<file path="src/verilog/oag_pkg.sv">
/*
  constants and enumerations for the operand address generator.
  assumes a 24-bit address space and sixteen 8-bit registers per bank.
*/
package oag_pkg;
  localparam int ADDR_W     = 24;
  localparam int PAIR_W     = 16;
  localparam int BYTE_W     = 8;
  localparam int BANK_W     = 3;
  localparam int RIDX_W     = 4;
  localparam int PIDX_W     = 3;
  // byte register numbers of the named operands
  localparam logic [3:0] REG_A_LO  = 4'h1;
  localparam logic [3:0] REG_C_LO  = 4'h2;
  localparam logic [3:0] REG_B_LO  = 4'h3;
  localparam logic [3:0] REG_A_HI  = 4'h5;
  localparam logic [3:0] REG_C_HI  = 4'h6;
  localparam logic [3:0] REG_B_HI  = 4'h7;
  localparam logic [3:0] LEGACY_BYTE_BASE = 4'h4;
  localparam logic [2:0] LEGACY_PAIR_BASE = 3'h2;
  // wide pointer and pair numbers
  localparam logic [2:0] PTR_FOUR  = 3'h4;
  localparam logic [2:0] PTR_SIX   = 3'h6;
  localparam logic [2:0] PTR_SEVEN = 3'h7;
  localparam logic [2:0] PAIR_SIX  = 3'h6;
  localparam logic [2:0] PAIR_SEVEN = 3'h7;
  localparam logic [2:0] LOW_PAIR_MAX = 3'h3;
  // operand sizes in bytes
  localparam logic [1:0] SIZE_BYTE  = 2'h1;
  localparam logic [1:0] SIZE_WORD  = 2'h2;
  localparam logic [1:0] SIZE_TRIPLE = 2'h3;
  localparam logic [ADDR_W-1:0] RESET_ADDR = 24'h000000;

  typedef enum logic [2:0] {
    MODE_INDIRECT  = 3'b000,
    MODE_POST_INC  = 3'b001,
    MODE_POST_DEC  = 3'b010,
    MODE_PAIR_IND  = 3'b011,
    MODE_BASED     = 3'b100,
    MODE_INDEXED   = 3'b101,
    MODE_BASED_IDX = 3'b110,
    MODE_NONE      = 3'b111
  } addr_mode_t;

  typedef enum logic [2:0] {
    OFS_A     = 3'b000,
    OFS_B     = 3'b001,
    OFS_C     = 3'b010,
    OFS_PAIR6 = 3'b011,
    OFS_PAIR7 = 3'b100
  } offset_sel_t;
endpackage : oag_pkg

</file>
<file path="src/verilog/operand_address_generator.sv">
/*
  operand effective-address generator of the cpu core: decodes the
  addressing mode, names the registers to read and forms the address
  and the pointer write-back one cycle after a request.
  assumes the register file answers the read selects combinationally
  in the request cycle and that inputs are synchronous to clk_sys_i.
*/
`timescale 1ns/1ps
module operand_address_generator (
  // clock, reset, enable
  input  wire logic                          clk_sys_i,
  input  wire logic                          rst_i,
  input  wire logic                          en_i,
  // processor status bits
  input  wire logic [oag_pkg::BANK_W-1:0]    bank_select_bits_i,
  input  wire logic                          legacy_set_select_i,
  // request from the instruction decoder
  input  wire logic                          req_valid_i,
  input  wire oag_pkg::addr_mode_t           mode_i,
  input  wire logic [1:0]                    ptr_code_i,
  input  wire logic                          base_is_sp_i,
  input  wire logic [oag_pkg::PIDX_W-1:0]    pair_code_i,
  input  wire oag_pkg::offset_sel_t          offset_sel_i,
  input  wire logic [oag_pkg::BYTE_W-1:0]    disp_i,
  input  wire logic [oag_pkg::ADDR_W-1:0]    index_field_i,
  input  wire logic [1:0]                    size_i,
  input  wire logic                          restricted_class_i,
  input  wire logic                          digit_rotate_op_i,
  // plain register operand decode
  input  wire logic [oag_pkg::RIDX_W-1:0]    byte_code_i,
  output logic      [oag_pkg::RIDX_W-1:0]    byte_reg_idx_o,
  output logic      [oag_pkg::PIDX_W-1:0]    pair_reg_idx_o,
  // push/pop register list, slot five
  input  wire logic                          list_valid_i,
  input  wire logic                          list_user_stack_i,
  input  wire logic                          list_slot5_status_i,
  output logic                               list_illegal_o,
  // register file read selects
  output logic      [oag_pkg::BANK_W-1:0]    rf_bank_o,
  output logic      [oag_pkg::PIDX_W-1:0]    rf_base_ptr_o,
  output logic                               rf_base_sp_o,
  output logic                               rf_base_pair_o,
  output logic      [oag_pkg::RIDX_W-1:0]    rf_ofs_byte_idx_o,
  output logic      [oag_pkg::PIDX_W-1:0]    rf_ofs_pair_idx_o,
  output logic                               rf_ofs_is_pair_o,
  // register file read data
  input  wire logic [oag_pkg::ADDR_W-1:0]    rf_base_data_i,
  input  wire logic [oag_pkg::ADDR_W-1:0]    sp_data_i,
  input  wire logic [oag_pkg::BYTE_W-1:0]    rf_ofs_byte_i,
  input  wire logic [oag_pkg::PAIR_W-1:0]    rf_ofs_pair_i,
  // to the memory access stage
  output logic                               ea_valid_o,
  output logic      [oag_pkg::ADDR_W-1:0]    ea_o,
  output logic                               wb_valid_o,
  output logic      [oag_pkg::BANK_W-1:0]    wb_bank_o,
  output logic      [oag_pkg::PIDX_W-1:0]    wb_ptr_o,
  output logic      [oag_pkg::ADDR_W-1:0]    wb_data_o,
  output logic                               illegal_o
);

  // byte register named A, B or C, remapped by the legacy select
  function automatic logic [3:0] named_byte(input oag_pkg::offset_sel_t sel, input logic legacy);
    logic [3:0] r;
    r = oag_pkg::REG_A_LO;
    case (sel)
      oag_pkg::OFS_A: r = legacy ? oag_pkg::REG_A_HI : oag_pkg::REG_A_LO;
      oag_pkg::OFS_B: r = legacy ? oag_pkg::REG_B_HI : oag_pkg::REG_B_LO;
      oag_pkg::OFS_C: r = legacy ? oag_pkg::REG_C_HI : oag_pkg::REG_C_LO;
      default:        r = oag_pkg::REG_A_LO;
    endcase
    return r;
  endfunction : named_byte

  // decode of the request
  wire logic [2:0] ptr_num     = {1'b1, ptr_code_i};
  wire logic       is_inc      = (mode_i == oag_pkg::MODE_POST_INC);
  wire logic       is_dec      = (mode_i == oag_pkg::MODE_POST_DEC);
  wire logic       is_step     = is_inc | is_dec;
  wire logic       is_pair_ind = (mode_i == oag_pkg::MODE_PAIR_IND);
  wire logic       is_based    = (mode_i == oag_pkg::MODE_BASED);
  wire logic       is_indexed  = (mode_i == oag_pkg::MODE_INDEXED);
  wire logic       is_bidx     = (mode_i == oag_pkg::MODE_BASED_IDX);
  wire logic       ofs_pair    = (offset_sel_i == oag_pkg::OFS_PAIR6) || (offset_sel_i == oag_pkg::OFS_PAIR7);
  wire logic       ofs_byte_ab = (offset_sel_i == oag_pkg::OFS_A) || (offset_sel_i == oag_pkg::OFS_B);
  wire logic       ofs_byte    = ofs_byte_ab || (offset_sel_i == oag_pkg::OFS_C);

  // legality checks
  wire logic step_ok  = ((ptr_num == oag_pkg::PTR_SIX)
                        || (ptr_num == oag_pkg::PTR_SEVEN && !restricted_class_i))
                        && (size_i != 2'h0);
  wire logic pair_ok  = (pair_code_i <= oag_pkg::LOW_PAIR_MAX)
                        && digit_rotate_op_i;
  wire logic based_ok = 1'b1;
  wire logic idx_ok   = ofs_byte_ab || ofs_pair;
  wire logic bidx_ok  = (((ptr_num == oag_pkg::PTR_SIX) || (ptr_num == oag_pkg::PTR_SEVEN))
                        && ofs_byte && !base_is_sp_i)
                        || ((ptr_num == oag_pkg::PTR_FOUR) && ofs_pair && !base_is_sp_i);
  wire logic plain_ok = (mode_i == oag_pkg::MODE_INDIRECT) && !base_is_sp_i;
  wire logic mode_ok  = plain_ok
                        || (is_step && step_ok && !base_is_sp_i)
                        || is_pair_ind && pair_ok
                        || (is_based && based_ok)
                        || (is_indexed && idx_ok)
                        || (is_bidx && bidx_ok);

  // register file read selects, all in the current bank
  assign rf_bank_o         = bank_select_bits_i;
  assign rf_base_sp_o      = is_based & base_is_sp_i;
  assign rf_base_pair_o    = is_pair_ind;
  assign rf_base_ptr_o     = is_pair_ind ? pair_code_i : ptr_num;
  assign rf_ofs_is_pair_o  = ofs_pair;
  assign rf_ofs_pair_idx_o = (offset_sel_i == oag_pkg::OFS_PAIR7) ? oag_pkg::PAIR_SEVEN
                                                                   : oag_pkg::PAIR_SIX;
  assign rf_ofs_byte_idx_o = named_byte(offset_sel_i, legacy_set_select_i);

  // plain operand decode; legacy select shifts the named set up
  wire logic byte_low_named = (byte_code_i < oag_pkg::LEGACY_BYTE_BASE);
  wire logic pair_low_named = (pair_code_i < oag_pkg::LEGACY_PAIR_BASE);
  assign byte_reg_idx_o = (legacy_set_select_i && byte_low_named)
                          ? (byte_code_i | oag_pkg::LEGACY_BYTE_BASE) : byte_code_i;
  assign pair_reg_idx_o = (legacy_set_select_i && pair_low_named)
                          ? (pair_code_i | oag_pkg::LEGACY_PAIR_BASE) : pair_code_i;

  // push/pop list: slot five is a pair on the system stack, status on the user one
  assign list_illegal_o = list_valid_i && (list_slot5_status_i != list_user_stack_i);

  // offset operand, zero-extended to the address width
  wire logic [oag_pkg::ADDR_W-1:0] ofs_ext  = ofs_pair ? {8'h00, rf_ofs_pair_i}
                                                       : {16'h0000, rf_ofs_byte_i};
  wire logic [oag_pkg::ADDR_W-1:0] disp_ext = {16'h0000, disp_i};
  wire logic [oag_pkg::ADDR_W-1:0] base_val = rf_base_sp_o ? sp_data_i : rf_base_data_i;
  wire logic [oag_pkg::ADDR_W-1:0] step_ext = {22'h000000, size_i};

  // additions wrap at the top of the address space
  wire logic [oag_pkg::ADDR_W-1:0] ea_based   = base_val + disp_ext;
  wire logic [oag_pkg::ADDR_W-1:0] ea_indexed = index_field_i + ofs_ext;
  wire logic [oag_pkg::ADDR_W-1:0] ea_bidx    = rf_base_data_i + ofs_ext;
  wire logic [oag_pkg::ADDR_W-1:0] ea_pair    = {8'h00, rf_base_data_i[oag_pkg::PAIR_W-1:0]};
  wire logic [oag_pkg::ADDR_W-1:0] ptr_next   = is_inc ? (rf_base_data_i + step_ext)
                                                       : (rf_base_data_i - step_ext);

  logic [oag_pkg::ADDR_W-1:0] ea_sel;
  always_comb begin
    case (mode_i)
      oag_pkg::MODE_INDIRECT:  ea_sel = rf_base_data_i;
      oag_pkg::MODE_POST_INC:  ea_sel = rf_base_data_i;
      oag_pkg::MODE_POST_DEC:  ea_sel = rf_base_data_i;
      oag_pkg::MODE_PAIR_IND:  ea_sel = ea_pair;
      oag_pkg::MODE_BASED:     ea_sel = ea_based;
      oag_pkg::MODE_INDEXED:   ea_sel = ea_indexed;
      oag_pkg::MODE_BASED_IDX: ea_sel = ea_bidx;
      default:                 ea_sel = oag_pkg::RESET_ADDR;
    endcase
  end

  // result registers; an illegal request still answers, flagged, with no write-back
  wire logic take    = req_valid_i;
  wire logic good    = take && mode_ok;
  logic                         ea_valid_q;
  logic [oag_pkg::ADDR_W-1:0]   ea_q;
  logic                         wb_valid_q;
  logic [oag_pkg::BANK_W-1:0]   wb_bank_q;
  logic [oag_pkg::PIDX_W-1:0]   wb_ptr_q;
  logic [oag_pkg::ADDR_W-1:0]   wb_data_q;
  logic                         illegal_q;

  always_ff @(posedge clk_sys_i) begin
    if (rst_i) begin
      ea_valid_q <= 1'b0;
      ea_q       <= oag_pkg::RESET_ADDR;
      wb_valid_q <= 1'b0;
      wb_bank_q  <= 3'h0;
      wb_ptr_q   <= 3'h0;
      wb_data_q  <= oag_pkg::RESET_ADDR;
      illegal_q  <= 1'b0;
    end else if (en_i) begin
      ea_valid_q <= good;
      ea_q       <= good ? ea_sel : ea_q;
      wb_valid_q <= good && is_step;
      wb_bank_q  <= good ? bank_select_bits_i : wb_bank_q;
      wb_ptr_q   <= good ? ptr_num : wb_ptr_q;
      wb_data_q  <= (good && is_step) ? ptr_next : wb_data_q;
      illegal_q  <= take && !mode_ok;
    end
  end

  assign ea_valid_o = ea_valid_q;
  assign ea_o       = ea_q;
  assign wb_valid_o = wb_valid_q;
  assign wb_bank_o  = wb_bank_q;
  assign wb_ptr_o   = wb_ptr_q;
  assign wb_data_o  = wb_data_q;
  assign illegal_o  = illegal_q;

endmodule : operand_address_generator

</file>
<file path="config.mk">
export PLATFORM = sky130hd
export DESIGN_NAME = operand_address_generator
export DESIGN_NICKNAME = d
export VERILOG_FILES = /design/src/verilog/oag_pkg.sv /design/src/verilog/operand_address_generator.sv
export SDC_FILE = /design/constraint.sdc
export NUM_CORES = 1
export LEC_CHECK = 0
export ABC_AREA = 1
export BUFFER_PORTS_ARGS = -buffer_cell sky130_fd_sc_hd__buf_4
export CAP_MARGIN = 20
export CORE_ASPECT_RATIO = 2
export CORE_MARGIN = 1
export CORE_UTILIZATION = 40
export CTS_BUF_LIST = sky130_fd_sc_hd__clkbuf_8
export CTS_CLUSTER_SIZE = 14
export DETAILED_ROUTE_END_ITERATION = 10
export HOLD_SLACK_MARGIN = 0.02
export PLACE_DENSITY = 0.74
export SYNTH_ARGS = -nofsm -noshare
export SYNTH_HDL_FRONTEND = slang
export SYNTH_SLANG_ARGS = --single-unit
</file>
<file path="constraint.sdc">
create_clock -name clk_sys_i -period 3.9 [get_ports clk_sys_i]
set_input_delay 0.39 -clock clk_sys_i [delete_from_list [all_inputs] [get_ports clk_sys_i]]
set_output_delay 0.39 -clock clk_sys_i [all_outputs]
set_load 0.02 [all_outputs]
</file>
# Yosys cells after proc, flatten, opt, wreduce, memory -nomap -nowiden
# Index checks and enable logic that the tools add are counted.
# classes
n_lt_le_gt_ge	3
reduce_logical	41
mux	12
n_bitwise	2
n_eq_ne	13
n_addsub	5
# ops
op	count
$pmux W24 S5	1
$add A24 B16 Y24	2
$mux W24	2
$add A24 B2 Y24	1
$add A24 B8 Y24	1
$sub A24 B2 Y24	1
$logic_and A1 B1 Y1	19
$mux W16	1
$mux W3	5
$eq A3 B2 Y1 const B	4
$eq A3 B3 Y1 const B	4
$logic_or A1 B1 Y1	12
$pmux W3 S3	1
$eq A3 B1 Y1 const B	2
$logic_not A3 Y1	2
$eq A2 B2 Y1 const B	2
$lt A4 B3 Y1 const B	1
$reduce_and A2 Y1	2
$le A3 B2 Y1 const B	1
$logic_not A1 Y1	3
$lt A3 B2 Y1 const B	1
$reduce_or A3 Y1	1
$logic_not A2 Y1	1
$mux W2	1
other kinds (5)	5
# totals
out_inout_bits	81
ff_bits	57
input_bits	135

# Logic depth before layout (Yosys ltp)
# Gate-level depths: netlist of run 1.
# logic_depth
ltp_word	14
ltp_mapped	23
ltp_nobuf	23

# Worst setup path before layout of run 1
# No wires, ideal clock.
# synth_timing
kind	input port to flip-flop
from	input port base_is_sp_i
to	register ea_q (netlist bit ea_o[14])
cell_stages	20
n_path_buf	3
path_slack_ps	834
setup_ps	133
required_ps	3767
arrival_ps	2932
cell_sequence	clkbuf_1 nand3_4 inv_1 buf_4 clkbuf_1 o21ai_0 ha_1 fa_1 nand3_1 nand2_1 nand2_1 nand3b_1 nand2_1 nor2_1 nand2_1 nor2_1 o21ai_0 nand2_1 nand2_1 a21oi_1
# synth_between
word_cells_on_any_way	18
cone_classes	add/sub (1); mux (2); bitwise (1); reduce/logical (14)
# synth_rtl
element	line_no	rtl
start: declaration	operand_address_generator.sv:21	input wire logic base_is_sp_i,
$and A1 B1 Y1	operand_address_generator.sv:108	assign rf_base_sp_o = is_based & base_is_sp_i;
named net rf_base_sp_o	operand_address_generator.sv:41	output logic rf_base_sp_o,
$mux W24	operand_address_generator.sv:131	wire logic [oag_pkg::ADDR_W-1:0] base_val = rf_base_sp_o ? sp_data_i : rf_base_data_i;
$add A24 B8 Y24	operand_address_generator.sv:135	wire logic [oag_pkg::ADDR_W-1:0] ea_based = base_val + disp_ext;
$pmux W24 S5	operand_address_generator.sv:144	case (mode_i)
end signal: assignment	operand_address_generator.sv:170	ea_q <= oag_pkg::RESET_ADDR;
end signal: assignment	operand_address_generator.sv:178	ea_q <= good ? ea_sel : ea_q;
end: declaration	operand_address_generator.sv:160	logic [oag_pkg::ADDR_W-1:0] ea_q;
# The timed path passes the listed nets, and every way through them passes these cells.
# A chain may end at the register's enable or synchronous reset.

# Worst setup path in the final report of run 1
# layout_timing
from	input port mode_i[2]
to	register wb_data_q (netlist bit wb_data_o[16])
# layout_between
elab_chain_cells	12
word_cells_on_any_way	23
cone_classes	eq/ne (6); mux (1); bitwise (1); reduce/logical (15)
# layout_rtl
element	line_no	rtl
start: declaration	operand_address_generator.sv:19	input wire oag_pkg::addr_mode_t mode_i,
$eq A3 B1 Y1 or $eq A3 B2 Y1 (tied branches)	operand_address_generator.sv:76, operand_address_generator.sv:77	
$or A1 B1 Y1	operand_address_generator.sv:78	wire logic is_step = is_inc | is_dec;
$logic_and A1 B1 Y1 (2 in series)	operand_address_generator.sv:100	|| (is_step && step_ok && !base_is_sp_i)
$logic_or A1 B1 Y1	operand_address_generator.sv:100	
$logic_or A1 B1 Y1	operand_address_generator.sv:101	|| is_pair_ind && pair_ok
$logic_or A1 B1 Y1	operand_address_generator.sv:102	|| (is_based && based_ok)
$logic_or A1 B1 Y1	operand_address_generator.sv:103	|| (is_indexed && idx_ok)
$logic_or A1 B1 Y1	operand_address_generator.sv:104	|| (is_bidx && bidx_ok);
$logic_and A1 B1 Y1	operand_address_generator.sv:158	wire logic good = take && mode_ok;
$logic_and A1 B1 Y1	operand_address_generator.sv:182	wb_data_q <= (good && is_step) ? ptr_next : wb_data_q;
$reduce_and A2 Y1 (no line)	--	
end signal: assignment	operand_address_generator.sv:174	wb_data_q <= oag_pkg::RESET_ADDR;
end signal: assignment	operand_address_generator.sv:182	
end: declaration	operand_address_generator.sv:164	logic [oag_pkg::ADDR_W-1:0] wb_data_q;
# Parallel ways exist; a longest one is shown, timed or not.

==> run_results.csv, run 1 <==
group,metric,value,unit
floorplanning,fp.dieW,93.18,um
clock_network,root_buffer,"clkbuf_8",
timing,worstMarginPinSlew,0.7507,ns
power_and_ir_drop,p_per_area,259.4,mW/mm2
timing,fin_skew,0,ns
power_and_ir_drop,switching_share,39.80,%
synthesis,synth_edf_count,0,
power_and_ir_drop,seqPwrFrac,27.6,%
final_layout,num_antenna_cells,0,
clock_network,cts_tree,"done",
power_and_ir_drop,total_leakage_power,4.428,nW
detailed_routing,drt_wl_total,25490,um
timing,setup_viol,0,
floorplanning,boundaryPins,216,
global_routing,grt_first_pass_wirelength,38990,um
detailed_routing,final_antenna_net_count,0,
timing,final.min_clock_period,3.093,ns
synthesis,synthFlopType,"dfxtp_1",
final_layout,area.growth.synth_to_final,27.93,%
global_routing,overflow,0,
global_routing,grt_max_degree,42,
detailed_routing,drc_errors,0,
floorplanning,start_util,40.89,%
global_routing,first_global_vias,8040,
detailed_routing,drtIter0Drc,477,
synthesis,synth.distinct_cells,44,
timing,worst_hold_slack,0.2917,ns
final_layout,drive_gt1_share,21.52,%
synthesis,seq_area_frac_synth,17.16,%
synthesis,synth-seq-cells,57,
detailed_routing,drt_pre_antenna_iters,5,
floorplanning,die_y,184.4,um
timing,fin_ws,0.8073,ns
clock_network,worstSkewPairLatency,0.37,ns
clock_network,cts.sinks,57,
synthesis,synth_area,0.006651,mm2
power_and_ir_drop,total_power,2.207,mW
clock_network,path_clk_slew,0.08,ns
final_layout,utilization,52.31,%
final_layout,nets,1520,
critical_path,critPathKind,"in -> reg",
power_and_ir_drop,p_sw,0.8783,mW
synthesis,avgSynthCellArea,5.829,um2
clock_network,htreeDepth,3,
timing,post-route-period-util,79.30,%
clock_network,post_cts_buffers,0,
timing,relSlewSlack,49.90,%
final_layout,mostFrequentLayoutCell,"nand2_1",
global_routing,grt_antenna_before_repair,0,
timing,max_freq,323.3,MHz
power_and_ir_drop,peakVddDrop,343.3,uV
clock_network,cts_resized,0,
global_routing,grt_usage,29.91,%
critical_path,crit_path_end_kind,"flip-flop",
detailed_routing,vias,8184,
detailed_routing,vias_per_cell,5.307,
clock_network,numCtsBuffers,9,
clock_network,hold_buffers,0,
floorplanning,core,0.01627,mm2
synthesis,ys_warn_count,0,
min_path,min_path_type,"in -> reg",
job,maxCapViolations,0,
detailed_routing,wl_per_cell,16.53,um
power_and_ir_drop,combPwrFrac,45.3,%
power_and_ir_drop,cellInternalPower,1.329,mW
placement,dp_hpwl,21250,um
floorplanning,die_area,0.01718,mm2
timing,hold_viol,0,
timing,rsz0062_at_grt,"no",
critical_path,critPathRequiredTime,4.16,ns
critical_path,critPathArrivalTime,3.35,ns
critical_path,critPathLaunchType,"input port",
outcome,outcome,"finished clean",
placement,gp_congestion,0.9787,
synthesis,synthCells,1141,
placement,port_buffers,208,
placement,preCtsSetupSlack,0.4445,ns
final_layout,mostFrequentLayoutCells,"363 x nand2_1, 224 x buf_4, 118 x inv_1",
clock_network,clk_path_buf_depth,2,
power_and_ir_drop,clkPwrFrac,27.1,%
critical_path,crit_fanout,13,
floorplanning,row_count,66,
synthesis,async_flop_share,0,%
timing,slew_violations,0,
timing,fin_tns_setup,0,ns
flip-flops by register name (all words and copies together), names as in the netlist:
name        cells
ea_o           24
wb_data_o      24
wb_bank_o       3
wb_ptr_o        3
ea_valid_o      1
illegal_o       1
wb_valid_o      1
cell families (layout without fill, tap and decap cells):
kind of cell	Yosys count	in the layout	share of synthesized area (%)
flops	57	57	17.16
compound gates	229	229	18.72
buf+inv	169	365	11.42
xor+xnor	24	24	3.160
fa+ha+maj	52	52	10.12
simple gates	608	608	39.32
other cells	2	3	0.1129
per-layer routing:
metal / share of wire [%] / track usage [%] / vias up
li1: - / - / 4117
met1: 36 / 28.86 / 3720
met3: 3.9 / 3.589 / 98
met5: 0 / 0 / -
met2: 53 / 55.68 / 249
met4: 7.6 / 23.82 / 0
critical path, cell delays in order:
cell and delay, ns:
buf_4 0.17, inv_2 0.20, nand3_1 0.15, nand2_1 0.12, inv_1 0.20, ha_1 0.41, a21oi_1 0.22, o21ai_0 0.20
a21oi_1 0.40, o21ai_0 0.23, nand2_1 0.11, nand2_1 0.09, nand2_1 0.10, inv_1 0.04, o21bai_1 0.11, nand2_1 0.07
nor2_1 0.09, nor2_1 0.05
power groups by stage:
stage	registers, mW	logic [mW]	clock network (mW)
4_1_cts	0.608	0.992	0.611
2_1_floorplan	0.638	0.627	0
6_report	0.608	1.00	0.598
5_1_grt	0.609	1.11	0.641
3_3_place_gp	0.621	0.985	0
3_5_place_dp	0.621	0.986	0
area by class of cell:
class	count	area, um2
clock buffer	12	165.2
clock inverter	4	42.54
fill	1696	7759
inverter	125	469.2
multi-input combinational	916	4755
sequential	57	1141
tap	204	255.2
timing repair buffer	224	1682
worst paths after layout:
check	end	cells past startpoint	slack (ns)	startpoint
max	wb_data_o[16]	18	0.81	mode_i[2]
min	wb_ptr_o[0]	3	0.29	ptr_code_i[0]
max reg2reg	ea_o[8]	2	3.16	ea_o[8]
min reg2reg	wb_valid_o	2	0.47	wb_valid_o
synth_stat cells, types with 9 or more instances:
library cell | n | share of area, %
inv_1 | 116 | 6.5
nor2_1 | 92 | 5.2
buf_4 | 19 | 2.1
ha_1 | 49 | 9.2
o21ai_1 | 9 | 0.68
or2_2 | 11 | 1.0
o21ai_0 | 86 | 6.5
xor2_1 | 13 | 1.7
dfxtp_1 | 57 | 17
a21oi_1 | 98 | 7.4
nand3_1 | 81 | 6.1
nand4_1 | 23 | 2.2
nand2_1 | 363 | 20
nand2_2 | 10 | 0.94
clkbuf_1 | 12 | 0.68
xnor2_1 | 11 | 1.4
metrics by stage:
step                instances  cell area (um2)
CTS                      1542             8509
global route             1542             8509
detailed placement       1526             8302
global placement         1526             8302
floorplan                1142             6655
finish                   1542             8509
No activity file was read; power rests on OpenSTA's default activity.
==> inputs of run 2 (changes only) <==
==> constraint.sdc (replaced) <==
create_clock -name clk_sys_i -period 3 [get_ports clk_sys_i]
set_input_delay 0.3 -clock clk_sys_i [delete_from_list [all_inputs] [get_ports clk_sys_i]]
set_output_delay 0.3 -clock clk_sys_i [all_outputs]
set_load 0.02 [all_outputs]
==> run_results.csv, run 2 (same netlist as run 1, synthesis figures left out) <==
group,metric,value,unit
outcome,outcome,"finished clean",
timing,relSlewSlack,49.51,%
clock_network,cts_resized,0,
clock_network,htreeDepth,3,
final_layout,final_cells,1608,
floorplanning,boundaryPins,216,
final_layout,drive_gt1_share,25.28,%
global_routing,grt_antenna_before_repair,0,
placement,postPlaceCellArea,0.008847,mm2
timing,final.min_clock_period,2.682,ns
clock_network,worstSkewPairLatency,0.37,ns
critical_path,cp_common_cell,"nand2_1",
placement,port_buffers,208,
detailed_routing,drc_errors,0,
timing,slew_violations,0,
min_path,hp-start,"bank_select_bits_i[2]",
power_and_ir_drop,peakVddDrop,247.6,uV
clock_network,path_clk_slew,0.08,ns
critical_path,max_stage_delay,0.41,ns
clock_network,cts.sinks,57,
placement,numPlacedInstances,1592,
clock_network,clk_path_buf_depth,2,
critical_path,critPathRequiredTime,3.32,ns
critical_path,reg2reg_slack,2.26,ns
global_routing,grt_first_pass_wirelength,39430,um
placement,dp_hpwl,21430,um
final_layout,final_area,0.009040,mm2
final_layout,num_antenna_cells,0,
critical_path,worstReg2RegStart,"ea_o[12]",
final_layout,area.growth.synth_to_final,35.91,%
global_routing,overflow,0,
global_routing,grt_usage,30.02,%
timing,worst_hold_slack,0.1933,ns
critical_path,rr_worst_depth,2,
critical_path,crit_path_end_kind,"flip-flop",
final_layout,nets,1586,
global_routing,grt_max_degree,30,
detailed_routing,drtIter0Drc,465,
critical_path,critPathLaunchType,"input port",
placement,preCtsSetupSlack,-0.05220,ns
min_path,min_path_cells,3,
detailed_routing,drt_pre_antenna_iters,5,
clock_network,cts_tree,"done",
floorplanning,start_util,40.89,%
timing,max_freq,372.9,MHz
floorplanning,core,0.01627,mm2
timing,post-route-period-util,89.39,%
clock_network,root_buffer,"clkbuf_8",
power_and_ir_drop,total_leakage_power,4.757,nW
timing,fin_skew,0,ns
floorplanning,row_count,66,
detailed_routing,drt_wl_total,25520,um
clock_network,post_cts_buffers,0,
final_layout,mostFrequentLayoutCells,"363 x nand2_1, 286 x buf_4, 117 x inv_1",
final_layout,mostFrequentLayoutCell,"nand2_1",
floorplanning,die_y,184.4,um
min_path,worstHoldEndpoint,"wb_bank_o[2]",
timing,fin_ws,0.3182,ns
clock_network,numCtsBuffers,9,
critical_path,worstPathCellList,"buf_4 -> inv_1 -> nand2_1 -> nand2_1 -> nand2_1 -> buf_12 -> buf_4 -> nand2_1 -> nand2_1 -> ha_1 -> fa_1 -> nand3_1 -> nand3_1 -> nand3_1 -> nand2_1 -> nand3_1 -> nand2_1 -> nand2_1 -> nand2_1 -> o21ai_0 -> nand2_1 -> nand3_1 -> nand2_1 -> a21oi_2",
floorplanning,die_area,0.01718,mm2
critical_path,critPathKind,"in -> reg",
detailed_routing,vias,8319,
min_path,min_path_type,"in -> reg",
global_routing,first_global_vias,8285,
critical_path,cpMaxStageDelayCell,"fa_1",
final_layout,nFillCells,1679,
timing,hold_viol,0,
floorplanning,fp.dieW,93.18,um
job,maxCapViolations,0,
placement,gp_congestion,0.9894,
critical_path,crit_fanout,9,
detailed_routing,vias_per_cell,5.174,
clock_network,hold_buffers,0,
critical_path,critPathArrivalTime,3.01,ns
detailed_routing,final_antenna_net_count,0,
power_and_ir_drop,p_per_area,326.1,mW/mm2
timing,setup_viol,0,
detailed_routing,wl_per_cell,15.87,um
power_and_ir_drop,total_power,2.948,mW
critical_path,r2r_end,"ea_o[12]",
timing,worstMarginPinSlew,0.7494,ns
timing,rsz0062_at_grt,"no",
==> run 2: changes by cell type in the layout (fill, tap and decap cells not counted) <==
cell,before,now
clkbuf_8,12,13
buf_4,224,286
clkinv_2,1,2
buf_12,0,4
inv_1,118,117
bufinv_16,1,0
==> run 2: critical path: cells and delay by family <==
family                     cells  cell delay, ns
and+or+nand+nor               16            1.34
adders and majority gates      2            0.62
buffers and inverters          4            0.55
AOI/OAI and AO/OA              2            0.21
==> run 2: per-layer routing <==
layer	GRT usage (%)	share of wire, %
met5	0	0
met4	21.91	7.3
met3	4.043	3.9
met2	56.32	53
met1	29.13	36
==> run 2: report_power, final <==
| group | total [mW] | internal [mW] | switching (mW) |
|---|---|---|---|
| logic | 1.43 | 0.624 | 0.808 |
| clock network | 0.725 | 0.384 | 0.341 |
| registers | 0.792 | 0.778 | 0.0143 |
==> run 2: stage by stage <==
stage                     utilization [%]  TNS (ns)
after detailed placement            54.38   -0.2406
after global placement              54.38  -0.03313
final                               55.57         0
after global routing                55.57         0
after floorplan                         -         0
after CTS                           55.57         0
==> run 2: final cells by class <==
type                    count  area [um2]  share of cell area, %
well taps                 204       255.2                  2.824
flip-flops and latches     57        1141                  12.62
inverters                 125       469.2                  5.190
repair buffers            290        2227                  24.64
clock inverters             3       13.76                 0.1522
multi-input cells         916        4755                  52.60
clock buffers              13       178.9                  1.979
==> run 2: worst max path at each step <==
stage	start	to	slack (ns)	depth (start not counted)
5_1_grt	offset_sel_i[0]	ea_o[17]	0.01	24
6_report	offset_sel_i[0]	ea_o[20]	0.32	24
2_1_floorplan	base_is_sp_i	ea_o[14]	0.02	20
3_3_place_gp	offset_sel_i[0]	ea_o[21]	-0.02	24
3_5_place_dp	offset_sel_i[0]	ea_o[20]	-0.05	24
4_1_cts	offset_sel_i[0]	ea_o[20]	0.36	24
